--- src/logic/uart_fc_pkg.sv ---
// package of constants and carrier types for the flow-controlled serial port
`default_nettype none
package uart_fc_pkg;
  // ----------------------------------------
  // frame layout
  // ----------------------------------------
  localparam int DATA_BITS = 8;
  localparam int BIT_IDX_W = 3;
  localparam logic [BIT_IDX_W-1:0] LAST_BIT = 3'h7;
  localparam logic LINE_IDLE = 1'b1;
  localparam logic START_LEVEL = 1'b0;
  localparam logic STOP_LEVEL = 1'b1;
  // ----------------------------------------
  // baud generator
  // ----------------------------------------
  localparam int CLK_HZ = 50_000_000;
  localparam int MAX_BAUD = 1_000_000;
  localparam int DIV_W = 16;
  // smallest divisor allowed: 1 Mbps at 50 MHz
  localparam logic [DIV_W-1:0] MIN_DIV = DIV_W'(CLK_HZ / MAX_BAUD);
  // reset divisor gives 115200 baud
  localparam logic [DIV_W-1:0] RESET_DIV = DIV_W'(CLK_HZ / 115_200);
  // flow control levels: asserted means low on the wire
  localparam logic FLOW_ON = 1'b0;
  localparam logic FLOW_OFF = 1'b1;

  typedef enum logic [1:0] {
    PHASE_START,
    PHASE_DATA,
    PHASE_PARITY,
    PHASE_STOP
  } phase_t;

  // configuration applied to both directions
  typedef struct packed {
    logic [DIV_W-1:0] divisor;
    logic parity_even;
    logic flow_enable;
  } cfg_t;

  // a received byte with its error flags
  typedef struct packed {
    logic [DATA_BITS-1:0] data;
    logic parity_err;
    logic frame_err;
  } rx_word_t;
endpackage
`default_nettype wire

--- src/logic/uart_fc.sv ---
// serial transmitter and receiver with optional request/clear-to-send flow control
// Overview of operation
// RL1 - data bits go out and come in least significant bit first
// RL2 - eight data bits, one stop bit; reset setting is eight, no parity, one stop
// RL3 - parity is either absent or one even bit after the data
// RL4 - divisor sets any bit rate, limited to at most 1 Mbps
// RL5 - flow control selectable; when off, rts and cts are ignored
// RL6 - rts goes to the off level whenever the receiver cannot accept data
// RL7 - pins are transmit out, receive in, request-to-send out, clear-to-send in
// RL8 - with flow control, a new frame starts only while cts is asserted
`default_nettype none
module uart_fc (
  input wire logic core_clk,
  input wire logic reset_n,
  input wire uart_fc_pkg::cfg_t cfg,
  input wire logic power_save,
  input wire logic [uart_fc_pkg::DATA_BITS-1:0] tx_data,
  input wire logic tx_valid,
  output logic tx_ready,
  output uart_fc_pkg::rx_word_t rx_word,
  output logic rx_valid,
  input wire logic rx_ready,
  output logic txd, // RL7
  input wire logic rxd,
  output logic rts_n,
  input wire logic cts_n
);
  // ----------------------------------------
  // baud divisor with clamp
  // ----------------------------------------
  logic [uart_fc_pkg::DIV_W-1:0] div;
  logic [uart_fc_pkg::DIV_W-1:0] half_div;

  // divisors below the minimum are raised so the rate never exceeds 1 Mbps
  always_comb begin
    div = (cfg.divisor < uart_fc_pkg::MIN_DIV) ? uart_fc_pkg::MIN_DIV : cfg.divisor; // RL4
    half_div = div >> 1;
  end

  // ----------------------------------------
  // transmitter
  // ----------------------------------------
  // transmitter state; parity setting is latched per frame
  logic tx_busy;
  uart_fc_pkg::phase_t tx_phase;
  logic [uart_fc_pkg::DIV_W-1:0] tx_cnt;
  logic [uart_fc_pkg::BIT_IDX_W-1:0] tx_idx;
  logic [uart_fc_pkg::DATA_BITS-1:0] tx_shift;
  logic tx_par;
  logic tx_par_en;
  logic tx_tick;
  logic cts_ok;

  // ready only while idle and, with flow control on, while the peer clears us to send
  assign cts_ok = !cfg.flow_enable || (cts_n == uart_fc_pkg::FLOW_ON); // RL5 RL8
  assign tx_ready = !tx_busy && cts_ok; // RL8
  assign tx_tick = (tx_cnt == div - uart_fc_pkg::DIV_W'(1));

  // bit timer for the transmitter
  always_ff @(posedge core_clk or negedge reset_n) begin
    if (!reset_n) begin
      tx_cnt <= '0;
    end else if (!tx_busy || tx_tick) begin
      tx_cnt <= '0;
    end else begin
      tx_cnt <= tx_cnt + uart_fc_pkg::DIV_W'(1);
    end
  end

  // transmit sequencing: start, data lsb first, optional parity, one stop
  always_ff @(posedge core_clk or negedge reset_n) begin
    if (!reset_n) begin
      tx_busy <= 1'b0;
      tx_phase <= uart_fc_pkg::PHASE_START;
      tx_idx <= '0;
      tx_shift <= '0;
      tx_par <= 1'b0;
      tx_par_en <= 1'b0;
      txd <= uart_fc_pkg::LINE_IDLE;
    end else if (!tx_busy) begin
      txd <= uart_fc_pkg::LINE_IDLE;
      if (tx_valid && tx_ready) begin
        tx_busy <= 1'b1;
        tx_phase <= uart_fc_pkg::PHASE_START;
        tx_shift <= tx_data;
        tx_par <= ^tx_data; // even parity bit
        tx_par_en <= cfg.parity_even; // latched per frame
        tx_idx <= '0;
        txd <= uart_fc_pkg::START_LEVEL;
      end
    end else if (tx_tick) begin
      unique case (tx_phase)
        uart_fc_pkg::PHASE_START: begin
          tx_phase <= uart_fc_pkg::PHASE_DATA;
          txd <= tx_shift[0]; // RL1
        end
        uart_fc_pkg::PHASE_DATA: begin
          if (tx_idx == uart_fc_pkg::LAST_BIT) begin
            if (tx_par_en) begin
              tx_phase <= uart_fc_pkg::PHASE_PARITY;
              txd <= tx_par; // RL3
            end else begin
              tx_phase <= uart_fc_pkg::PHASE_STOP;
              txd <= uart_fc_pkg::STOP_LEVEL; // RL2
            end
          end else begin
            tx_idx <= tx_idx + uart_fc_pkg::BIT_IDX_W'(1);
            tx_shift <= tx_shift >> 1; // RL1
            txd <= tx_shift[1];
          end
        end
        uart_fc_pkg::PHASE_PARITY: begin
          tx_phase <= uart_fc_pkg::PHASE_STOP;
          txd <= uart_fc_pkg::STOP_LEVEL; // RL2
        end
        uart_fc_pkg::PHASE_STOP: begin
          tx_busy <= 1'b0; // exactly one stop bit
          txd <= uart_fc_pkg::LINE_IDLE;
        end
      endcase
    end
  end

  // ----------------------------------------
  // receiver
  // ----------------------------------------
  // receiver state; parity setting is latched at start detect
  logic rx_busy;
  uart_fc_pkg::phase_t rx_phase;
  logic [uart_fc_pkg::DIV_W-1:0] rx_cnt;
  logic [uart_fc_pkg::BIT_IDX_W-1:0] rx_idx;
  logic [uart_fc_pkg::DATA_BITS-1:0] rx_shift;
  logic rx_par;
  logic rx_par_err;
  logic rx_par_en;
  logic rx_sample;

  // one sample strobe per bit period, the first near the middle of the start bit
  assign rx_sample = (rx_cnt == div - uart_fc_pkg::DIV_W'(1));

  // off whenever the holding word is full and not being read, or the block is in power save
  always_ff @(posedge core_clk or negedge reset_n) begin
    if (!reset_n) begin
      rts_n <= uart_fc_pkg::FLOW_OFF;
    end else if (!cfg.flow_enable) begin
      rts_n <= uart_fc_pkg::FLOW_OFF; // RL5
    end else begin
      rts_n <= (power_save || (rx_valid && !rx_ready)) ? uart_fc_pkg::FLOW_OFF : uart_fc_pkg::FLOW_ON; // RL6
    end
  end

  // receive timer: first sample at mid start bit, then once per bit
  always_ff @(posedge core_clk or negedge reset_n) begin
    if (!reset_n) begin
      rx_cnt <= '0;
    end else if (!rx_busy) begin
      rx_cnt <= half_div;
    end else if (rx_sample) begin
      rx_cnt <= '0;
    end else begin
      rx_cnt <= rx_cnt + uart_fc_pkg::DIV_W'(1);
    end
  end

  // receive sequencing and capture into the holding word
  always_ff @(posedge core_clk or negedge reset_n) begin
    if (!reset_n) begin
      rx_busy <= 1'b0;
      rx_phase <= uart_fc_pkg::PHASE_START;
      rx_idx <= '0;
      rx_shift <= '0;
      rx_par <= 1'b0;
      rx_par_err <= 1'b0;
      rx_par_en <= 1'b0;
      rx_word <= '0;
      rx_valid <= 1'b0;
    end else begin
      if (rx_valid && rx_ready) begin
        rx_valid <= 1'b0;
      end
      if (!rx_busy) begin
        if (rxd == uart_fc_pkg::START_LEVEL) begin
          rx_busy <= 1'b1;
          rx_phase <= uart_fc_pkg::PHASE_START;
          rx_par_en <= cfg.parity_even;
          rx_par_err <= 1'b0;
        end
      end else if (rx_sample) begin
        unique case (rx_phase)
          uart_fc_pkg::PHASE_START: begin
            if (rxd == uart_fc_pkg::START_LEVEL) begin
              rx_phase <= uart_fc_pkg::PHASE_DATA;
              rx_idx <= '0;
              rx_par <= 1'b0;
            end else begin
              rx_busy <= 1'b0; // glitch, not a start bit
            end
          end
          uart_fc_pkg::PHASE_DATA: begin
            rx_shift <= {rxd, rx_shift[uart_fc_pkg::DATA_BITS-1:1]}; // RL1
            rx_par <= rx_par ^ rxd;
            if (rx_idx == uart_fc_pkg::LAST_BIT) begin
              rx_phase <= rx_par_en ? uart_fc_pkg::PHASE_PARITY : uart_fc_pkg::PHASE_STOP; // RL3
            end else begin
              rx_idx <= rx_idx + uart_fc_pkg::BIT_IDX_W'(1);
            end
          end
          uart_fc_pkg::PHASE_PARITY: begin
            rx_par_err <= rx_par ^ rxd; // RL3
            rx_phase <= uart_fc_pkg::PHASE_STOP;
          end
          uart_fc_pkg::PHASE_STOP: begin
            rx_busy <= 1'b0; // RL2
            rx_word.data <= rx_shift;
            rx_word.parity_err <= rx_par_err;
            rx_word.frame_err <= (rxd != uart_fc_pkg::STOP_LEVEL);
            rx_valid <= 1'b1; // an unread word is overwritten
          end
        endcase
      end
    end
  end
endmodule
`default_nettype wire

--- config.mk ---
export PLATFORM = sky130hd
export DESIGN_NAME = uart_fc
export DESIGN_NICKNAME = d
export VERILOG_FILES = /design/src/logic/uart_fc_pkg.sv /design/src/logic/uart_fc.sv
export SDC_FILE = /design/constraint.sdc
export NUM_CORES = 1
export LEC_CHECK = 0
export ABC_AREA = 1
export BUFFER_PORTS_ARGS = -buffer_cell sky130_fd_sc_hd__buf_2
export CAP_MARGIN = 5
export CORE_MARGIN = 4
export CORE_UTILIZATION = 26
export DETAILED_ROUTE_END_ITERATION = 12
export SLEW_MARGIN = 20
export SYNTH_ARGS = -nofsm -noshare
export SYNTH_HDL_FRONTEND = slang
export SYNTH_SLANG_ARGS = --single-unit
export TNS_END_PERCENT = 50
--- constraint.sdc ---
create_clock -name core_clk -period 2.3 [get_ports core_clk]
set_clock_uncertainty 0.15 [all_clocks]
set_input_delay 0.115 -clock core_clk [delete_from_list [all_inputs] [get_ports core_clk]]
set_output_delay 0.115 -clock core_clk [all_outputs]
set_load 0.02 [all_outputs]
# ---- Yosys cells after proc, flatten, opt, wreduce, memory -nomap -nowiden
# Cells that the tools add are included.
dict set report op_classes {
  mux 55
  add_sub_neg 5
  reduce_logical 26
  n_bitwise 5
  n_lt_le_gt_ge 1
  n_eq_ne 23
}
# op count
set ops {}
lappend ops {{two-way mux 16 bit} 4}
lappend ops {{two-way mux 8 bit} 5}
lappend ops {{adder 16 x 1 -> 16 bit (second input constant)} 2}
lappend ops {{equality test 16 bit} 2}
lappend ops {{two-way mux 1 bit} 24}
lappend ops {{two-way mux 3 bit} 7}
lappend ops {{two-way mux 2 bit} 9}
lappend ops {{< comparator 16 x 6 -> 1 bit (second input constant)} 1}
lappend ops {{subtractor 16 x 1 -> 16 bit (second input constant)} 1}
lappend ops {{case mux 2 bit (3 select lines)} 2}
lappend ops {{AND reduction 4 bit} 3}
lappend ops {{inequality test 2 x 1 -> 1 bit (second input constant)} 5}
lappend ops {{AND reduction 5 bit} 2}
lappend ops {{inequality test 3 bit (second input constant)} 3}
lappend ops {{AND reduction 3 bit} 3}
lappend ops {{equality test 2 bit (second input constant)} 4}
lappend ops {{inequality test 4 x 1 -> 1 bit (second input constant)} 2}
lappend ops {{XOR reduction 8 bit} 1}
lappend ops {{adder 3 x 1 -> 3 bit (second input constant)} 2}
lappend ops {{equality test 3 bit (second input constant)} 2}
lappend ops {{inequality test 2 bit (second input constant)} 3}
lappend ops {{case mux 3 bit (2 select lines)} 1}
lappend ops {{equality test 2 x 1 -> 1 bit (second input constant)} 2}
lappend ops {{logical AND 1 bit} 4}
lappend ops {{10 further kinds} 21}
dict set report totals {
  regBits 78
  in_bits 33
  elab_cells 136
}

# ---- Logic depth before layout (Yosys ltp)
# Gate-level depths: netlist of run 1.
dict set report logic_depth {
  word_depth 6
  mapped_depth 24
  depth_no_buf 22
}

# ---- Worst setup path before layout of run 1
# OpenSTA, ideal clock, no wires.
dict set report synth_timing {
  path_kind {input to register}
  from {input cfg[16] (netlist bit)}
  to {register tx_idx[0] (netlist bit)}
  cell_stages 21
  slack_ps -329
  setup_time_ps 117
  required_time_ps 2033
  arrival_time_ps 2362
  path_buffers 2
  cell_sequence {nor2_1 -> nand2_1 -> nor2_4 -> nand3_4 -> nand2_1 -> ha_1 -> buf_1 -> nand3_1 -> nand3_1 -> o21ai_0 -> nor2_1 -> nand3_1 -> nor2_1 -> nand2_1 -> nor2_1 -> nand3_1 -> nand2_2 -> nand2_1 -> buf_2 -> nand2_1 -> nand2_1}
}
dict set report synth_between {
  elab_chain_cells 6
}
# element line_no
set synth_rtl {}
lappend synth_rtl {{start, declared} uart_fc.sv:15} ;# input wire uart_fc_pkg::cfg_t cfg,
lappend synth_rtl {{< comparator 16 x 6 -> 1 bit} uart_fc.sv:36} ;# div = (cfg.divisor < uart_fc_pkg::MIN_DIV) ? uart_fc_pkg::MIN_DIV : cfg.divisor;
lappend synth_rtl {{two-way mux 16 bit *} uart_fc.sv:36}
lappend synth_rtl {{subtractor 16 x 1 -> 16 bit *} uart_fc.sv:57} ;# assign tx_tick = (tx_cnt == div - uart_fc_pkg::DIV_W'(1));
lappend synth_rtl {{equality test 16 bit *} uart_fc.sv:57}
lappend synth_rtl {{inequality test 2 x 1 -> 1 bit (no line) *} n/a}
lappend synth_rtl {{AND reduction 4 bit (no line) *} n/a}
lappend synth_rtl {{end signal, assigned} uart_fc.sv:107} ;# tx_idx <= tx_idx + uart_fc_pkg::BIT_IDX_W'(1);
lappend synth_rtl {{end, declared} uart_fc.sv:47} ;# logic [uart_fc_pkg::BIT_IDX_W-1:0] tx_idx;
# Mark *: on every way between the ends. The rest lies on a longest branch, timed or not.
# A chain may end at the register's enable or synchronous reset.

# ---- Final worst setup path of run 1
dict set report layout_timing {
  from {input cfg[16] (netlist bit)}
  to {register tx_phase[0]}
}
dict set report layout_between {
  elab_chain_cells 6
}
# element line_no
set layout_rtl {}
lappend layout_rtl {{< comparator 16 x 6 -> 1 bit} uart_fc.sv:36}
lappend layout_rtl {{two-way mux 16 bit *} uart_fc.sv:36}
lappend layout_rtl {{subtractor 16 x 1 -> 16 bit *} uart_fc.sv:57}
lappend layout_rtl {{equality test 16 bit *} uart_fc.sv:57}
lappend layout_rtl {{inequality test 2 x 1 -> 1 bit (no line) *} n/a}
lappend layout_rtl {{AND reduction 4 bit (no line) *} n/a}
lappend layout_rtl {{end signal, assigned} uart_fc.sv:74} ;# tx_phase <= uart_fc_pkg::PHASE_START;
lappend layout_rtl {{end signal, assigned} uart_fc.sv:84} ;# tx_phase <= uart_fc_pkg::PHASE_START;
lappend layout_rtl {{end signal, assigned} uart_fc.sv:94} ;# tx_phase <= uart_fc_pkg::PHASE_DATA;
lappend layout_rtl {{end, declared} uart_fc.sv:45} ;# uart_fc_pkg::phase_t tx_phase;
# Marked as above.

==> metrics, run 1 <==
initial antenna violation count 0; Cell Area, Placed 0.006505 mm²; Syn. warnings 0; Worst Setup SP cfg[16]; clock sink total 78; crit start category input pin; Worst Hold Launch cfg[5]; Routed Antenna Nets 0; CP max-delay cell nor2_4; sequential area share after synthesis 37.35%; Area Growth Syn to Fin 46.82%; RSZ-0062 raised after global routing true; Row Count 51; first-pass GRT wire length 25590 µm; Root Driver clkbuf_16; area leader, netlist dfrtp_1; CP endpoint kind flop; global route hottest layer met2; top cells by area, synth dfrtp_1 36%, nand2_1 17%, nand3_1 8.4%, inv_1 5.7%, nor2_1 5.4%; Placed Cells incl. Taps 1129; Cell Area, Synth 0.005233 mm²; Max-Cap Viols 0; non-filler cells, final 1177; Slew @ Worst Pin 0.7249 ns; Pre-antenna DRT Iters 5; fmax 0.4221 GHz; CP cell instances buf_8 > nor2_4 > nand2_2 > nor2_4 > nand3_4 > nand2_4 > ha_4 > nand2_4 > nor2_4 > nand3_2 > nand3_1 > nand3_1 > nor3_2 > nand3_2 > nand2_4 > buf_6 > nand2_4 > nand2_2 > nand2_2; share of layout cells above drive strength 1 32.68%; P_sw 1298 µW; final critical-path share of the clock period 103.0%; via count 5447; # setup viols final 14; met3 global-route usage 2.968%; Synth top area share 36.35%; Period minus WS final 2.369 ns; failing checks negative setup slack; Tot Pwr 4305 µW; Via-to-Cell Ratio 4.628; Post-Synthesis Mean Instance Area 7.033 µm²; total CTS buffers 9; met1 global-route usage 19.99%; Total GRT Usage 14.20%; H-tree levels 3; Crit Path Category in2reg; DIE WIDTH 149.9 µm; GR Overflow Total 0; CP max stage delay 0.24 ns; final wirelength 15730 µm; DR iter-0 viols 446; Die H 149.9 µm; Int Power 3007 µW; unique cell type count in the Yosys netlist 42; Fillers 2028; worst rel slew slack 51.16%; VDD IR max 330.5 µV; part of the power in registers 38.0%; clock power share 37.6%; Clock Latency Late Sink 0.35 ns; Ports 47; fin area 0.007682 mm²; Cell Pwr Density 560.3 mW/mm²; Avg WL per Cell 13.37 µm; Final nets 955; most frequent cells in the layout 195 x nand2_1, 94 x buf_4, 77 x inv_1; Max clock buf depth 2; arrival time at the worst endpoint 2.45 ns; drc violations 0; gpl congestion 0.8991; number of port buffers 46; Comb power frac 24.4%; Min Hold Slack 0.04195 ns; largest net degree at the start of global routing 43; crit path max fanout 7; core box area 0.01965 mm²; HP Class in2reg; GR Util met2 21.63%; LEAKAGE 0.003838 µW; number of synthesized register bits 78; outcome complete, but fails checks; cell mode on critical path nand2_4; commonest non-fill, non-tap cell in the layout nand2_1; fin worst setup slack -0.06909 ns; number of global-route vias before repair 5200; Gate Count Post-Synth 744; Clock transition at path regs 0.06 ns; Syn Nets 792; die footprint 0.02246 mm²; TritonCTS clock tree built; RR Startpoint rx_cnt[0]; Final Max Tran Viols 0; HPWL after DPL 11330 µm; Fin. Hold Viols 0; Diodes inserted 0; switching share of power 30.15%; Critical Path RT 2.39 ns; Initial Utilization 26.62%
[kinds of logic (layout without fill, tap and decap cells)]
kind of cell             count (synthesis)  count (layout)  share of synthesized area (%)
AND/OR/NAND/NOR                        475             477                          40.58
buffers and inverters                   98             264                          7.460
flip-flops                              78              78                          37.35
AO/OA/AOI/OAI                           45              45                          5.189
XOR/XNOR                                32              32                          5.619
adder cells (fa/ha/maj)                 15              15                          3.587
multiplexers                             1               1                         0.2152
[layer usage]
metal	part of all wire [%]	wire, µm	vias up
li1	-	-	2753
met5	0	0	-
met3	5.0	779	26
met1	48	7478	2536
met2	45	7142	132
met4	2.1	333	0
[flip-flops by register name, summed over array words and instances (netlist names)]
name        cells
rx_word        10
rx_busy         1
rx_cnt         16
txd             1
tx_par_en       1
tx_busy         1
rx_idx          3
rx_par_err      1
rx_shift        8
tx_shift        8
tx_cnt         16
tx_idx          3
tx_phase        2
rx_phase        2
tx_par          1
rts_n           1
rx_par_en       1
rx_par          1
rx_valid        1
[critical path, delay by kind of cell]
family | cells | cell delay, ns
adder cells (fa/ha/maj) | 1 | 0.17
buffers and inverters | 2 | 0.23
AND/OR/NAND/NOR | 16 | 1.90
[path summary, 6_finish.rpt]
path	end	slack, ns	depth (start not counted)
max in group asynchronous	txd	1.19	3
worst max register to register	rx_cnt[13]	0.11	12
worst max-delay path	tx_phase[0]	-0.07	19
min in group asynchronous	rx_word[6]	0.13	2
worst min register to register	tx_shift[7]	0.32	2
worst min-delay path	rx_cnt[2]	0.04	4
[power groups by stage]
stage / Clock (µW) / Sequential (µW) / Combinational (µW)
2_1_floorplan: 0 / 1630 / 552
3_3_place_gp: 0 / 1650 / 894
3_5_place_dp: 0 / 1650 / 907
4_1_cts: 1670 / 1630 / 951
5_1_grt: 1710 / 1650 / 1180
6_report: 1620 / 1630 / 1050
[synthesized netlist by cell type (all sizes together)]
library cell    n
o21bai          2
xnor3           1
a221oi          1
xor2           22
mux2            1
dfstp           2
ha             15
nor3           13
a21oi           9
nor2           83
o22ai          11
nand4          30
xnor2           9
dfrtp          76
o211ai          1
nand3b          6
clkbuf         10
nor3b           1
and3            1
a31oi           3
or2             1
o21ai          16
o221ai          1
nor4            1
inv            80
nand2         247
a211oi          1
buf             8
nand3          92
[cell type report]
| type | count | area [µm²] | area share (%) |
|---|---|---|---|
| clock inverters | 4 | 77.57 | 1.010 |
| flip-flops and latches | 78 | 1954 | 25.44 |
| inverters | 80 | 300.3 | 3.909 |
| repair buffers | 168 | 1355 | 17.64 |
| multi-input cells | 570 | 3407 | 44.35 |
| clock buffers | 12 | 256.5 | 3.339 |
| well taps | 265 | 331.6 | 4.316 |
[what timing repair did]
item	CTS	global route
setup buffers	4	8
gates resized for setup	34	110
endpoints found under the hold margin	52	0
endpoints found under the setup margin	72	74
hold buffers	16	0
gates cloned	3	1
pin swaps	18	53
[through the flow]
step	setup TNS [ns]	utilization (%)	setup slack [ns]
after global placement	-34.08	33.10	-0.5312
after CTS	0	36.67	0.004500
after floorplan	-2.523	-	-0.08028
after detailed placement	-35.46	33.10	-0.5591
after global routing	-8.818	39.09	-0.2429
final	-0.3716	39.09	-0.06909
Power figures use the tool's default switching activity.
==> run 2, diff against run 1 <==
--- a/config.mk
+++ b/config.mk
@@ -5,7 +5,6 @@
 export SDC_FILE = /design/constraint.sdc
 export NUM_CORES = 1
 export LEC_CHECK = 0
-export ABC_AREA = 1
 export BUFFER_PORTS_ARGS = -buffer_cell sky130_fd_sc_hd__buf_2
 export CAP_MARGIN = 5
 export CORE_MARGIN = 4
==> run 2 against run 1 <==
Against the previous run: the flow still finishes with violations (negative setup slack); non-clock buffer count grew 53; synthesized area is 10% higher; sequential power is 15% higher; fmax fell by 40%.
==> metrics, run 2 <==
most frequent cells in the layout 151 x buf_4, 76 x dfrtp_1, 47 x nor2_1; mux contribution to synthesized area 4.967% (+4.8 points); largest net degree at the start of global routing 37 (-14%); Period minus WS final 3.916 ns (+1.547 ns); Cell Pwr Density 682.1 mW/mm² (+22%); Synth top area share 32.97% (-3.4 points); failing checks negative setup slack; Avg WL per Cell 16.29 µm (+22%); GR Overflow Total 0 (unchanged); Crit Path Category in2reg; clock power share 25.6% (-12 points); Final nets 892 (-6.6%); Fillers 2174 (+7.2%); commonest non-fill, non-tap cell in the layout buf_4; unique cell type count in the Yosys netlist 74 (+76%); VDD IR max 338.3 µV (+2.4%); Placed Cells incl. Taps 1087 (-3.7%); first-pass GRT wire length 29190 µm (+14%); via count 5747 (+5.5%); cell mode on critical path or4_4; top cells by area, synth dfrtp_1 33%, xnor2_1 5.6%, mux2_2 4.1%, ha_1 3.3%, nor2_1 3.2%; Initial Utilization 26.43% (-0.19 points); pre-CTS setup slack -2.099 ns (-1.540 ns); Clock Latency Late Sink 0.35 ns (about the same); Row Count 54 (+5.9%); crit start category input pin; compound-gate portion of the synthesized area 18.33% (+13 points); Async SR Flop Fraction 100.0% (unchanged); Simple-Gate Fraction of Synth Area 25.62% (-15 points); HP Class in2reg; Max-Cap Viols 0 (unchanged); sequential area share after synthesis 33.88% (-3.5 points); Comb power frac 40.6% (+16 points); top post-synthesis cells by count 76 x dfrtp_1, 49 x nor2_1, 45 x nand2_1, 37 x xnor2_1, 32 x clkbuf_1; DIE WIDTH 156.9 µm (+4.7%); final wirelength 18390 µm (+17%); core box area 0.02182 mm² (+11%); Area Growth Syn to Fin 40.72%; Final Max Tran Viols 0 (unchanged); crit path max fanout 5 (-2); most common flop cell mapped by yosys dfrtp_1; Total GRT Usage 14.87% (+0.67 points); Synth Area in XOR/XNOR 8.829% (+3.2 points); Post-Synthesis Mean Instance Area 8.766 µm² (+25%); Diodes inserted 0 (unchanged); Max clock buf depth 2 (unchanged); part of the power in registers 33.8% (-4.2 points); Pre-antenna DRT Iters 5 (unchanged); fmax 0.2554 GHz (-40%); Fin. Hold Viols 0 (unchanged); Cell Area, Synth 0.005768 mm² (+10%); Die H 156.9 µm (+4.7%); CP max-delay cell or4_4; final critical-path share of the clock period 170.3% (+67 points); number of synthesized register bits 78 (unchanged); Via-to-Cell Ratio 5.090 (+10%); die footprint 0.02463 mm² (+9.7%); P_sw 2013 µW (+55%); EDFF count, synth 0 (unchanged); most numerous cell in the Yosys netlist dfrtp_1; RSZ-0062 raised after global routing true; Ports 47 (unchanged); Cell Area, Placed 0.007370 mm² (+13%); Int Power 3523 µW (+17%); largest family of logic cells by synthesized area simple AND/OR/NAND/NOR gates; Gate Count Post-Synth 658 (-12%); Routed Antenna Nets 0 (unchanged); CP max stage delay 0.55 ns (+0.31 ns); CP cell instances buf_6 > or4_4 > or4_4 > o21ai_4 > ha_4 > or3b_4 > or4_4 > nor3_4 > xnor2_1 > nor4_2 > buf_4 > nand4_1 > nor2_2 > buf_4 > mux2_2; adder and majority gate portion of the synthesized area 3.254% (-0.33 points); Root Driver clkbuf_16; Slew @ Worst Pin 0.5888 ns (-0.1361 ns); non-filler cells, final 1129 (-4.1%); H-tree levels 3 (unchanged); # setup viols final 74 (+60); number of port buffers 46 (unchanged); DR iter-0 viols 356 (-20%); LEAKAGE 0.003499 µW (-8.8%); Syn. warnings 0 (unchanged); Critical Path RT 2.39 ns (about the same); Regs by FF count rx_cnt x16, tx_cnt x16, rx_word x10; fin worst setup slack -1.616 ns (-1.547 ns); HPWL after DPL 13810 µm (+22%); initial antenna violation count 0 (unchanged); Buffers & Inverters on Critical Path 3 (+1); share of layout cells above drive strength 1 34.75% (+2.1 points); fin area 0.008117 mm² (+5.7%); switching share of power 36.36% (+6.2 points); worst rel slew slack 60.51% (+9.3 points); area leader, netlist dfrtp_1; number of global-route vias before repair 5584 (+7.4%); Clock transition at path regs 0.07 ns (about the same); clock sink total 78 (unchanged); CP delay by family, top simple AND/OR/NAND/NOR gates; TritonCTS clock tree built; Syn Nets 706 (-11%); CP endpoint kind flop; total CTS buffers 9 (unchanged); gpl congestion 0.9438 (+5.0%); arrival time at the worst endpoint 4.00 ns (+1.55 ns); outcome complete, but fails checks; drc violations 0 (unchanged)
-- run 2: metal layers --
layer  global-route usage, %  part of all wire, %
met3                   3.079                  5.6
met5                       0                    0
met4                   5.868                  2.9
met2                   23.55                   46
met1                   19.93                   45
-- run 2: worst register-to-register path, stage by stage (launching register included) --
cell and delay (ns):
dfrtp_1 0.38, nor2b_1 0.15, a311oi_1 0.37, o211ai_1 0.14, a2111oi_0 0.35, and4b_1 0.32
and4_1 0.27, and3_4 0.20, buf_8 0.14, mux2_4 0.31
-- run 2: cells by family after synthesis --
family,after synthesis
multiplexers,26
buffers and inverters,66
flip-flops,78
adder cells (fa/ha/maj),15
AND/OR/NAND/NOR,269
AO/OA/AOI/OAI,149
XOR/XNOR,55
-- run 2: final timing paths --
path,from,endpoint,slack (ns),cells past startpoint
worst max-delay path,cfg[14],rx_word[9],-1.62,15
worst min-delay path,tx_data[7],tx_shift[7],0.006,4
worst max register to register,rx_cnt[15],rx_shift[7],-0.59,9
worst min register to register,rx_word[6],rx_word[6],0.35,1
max in group asynchronous,reset_n,rts_n,1.20,3
min in group asynchronous,reset_n,tx_cnt[3],0.15,2
-- run 2: power by group through the flow --
stage                     logic (µW)  clock network [µW]  registers (µW)
after detailed placement        2110                   0            1890
after global routing            2480                1520            1900
after global placement          2090                   0            1880
after floorplan                 1300                   0            1840
final                           2250                1420            1870
after CTS                       2190                1450            1870
-- run 2: through the flow --
stage	utilization, %	hold WS [ns]	setup TNS, ns	total power, µW
after floorplan	-	-0.3306	-157.40	3139
after global placement	33.77	-0.02921	-136.51	3970
after detailed placement	33.77	-0.02644	-143.57	3998
after CTS	36.60	0.00007305	-107.13	5513
after global routing	37.19	0.03174	-115.95	5893
final	37.19	0.005823	-107.94	5537
-- run 2: timing repair --
item / in CTS / in global routing
hold endpoints to repair: 48 / 0
setup buffers: 6 / 4
pin swaps: 13 / 12
cloned: 1 / 1
resized for setup: 29 / 22
hold buffers: 14 / 0
setup endpoints to repair: 74 / 74
-- run 2: layout make-up --
cell class	count	area, µm²	share of cell area [%]
multi-input combinational	514	3750	46.20
sequential	78	1954	24.08
timing repair buffer	221	1699	20.93
tap	280	350.3	4.316
clock buffer	9	225.2	2.775
inverter	20	75.07	0.9249
clock inverter	7	62.56	0.7708
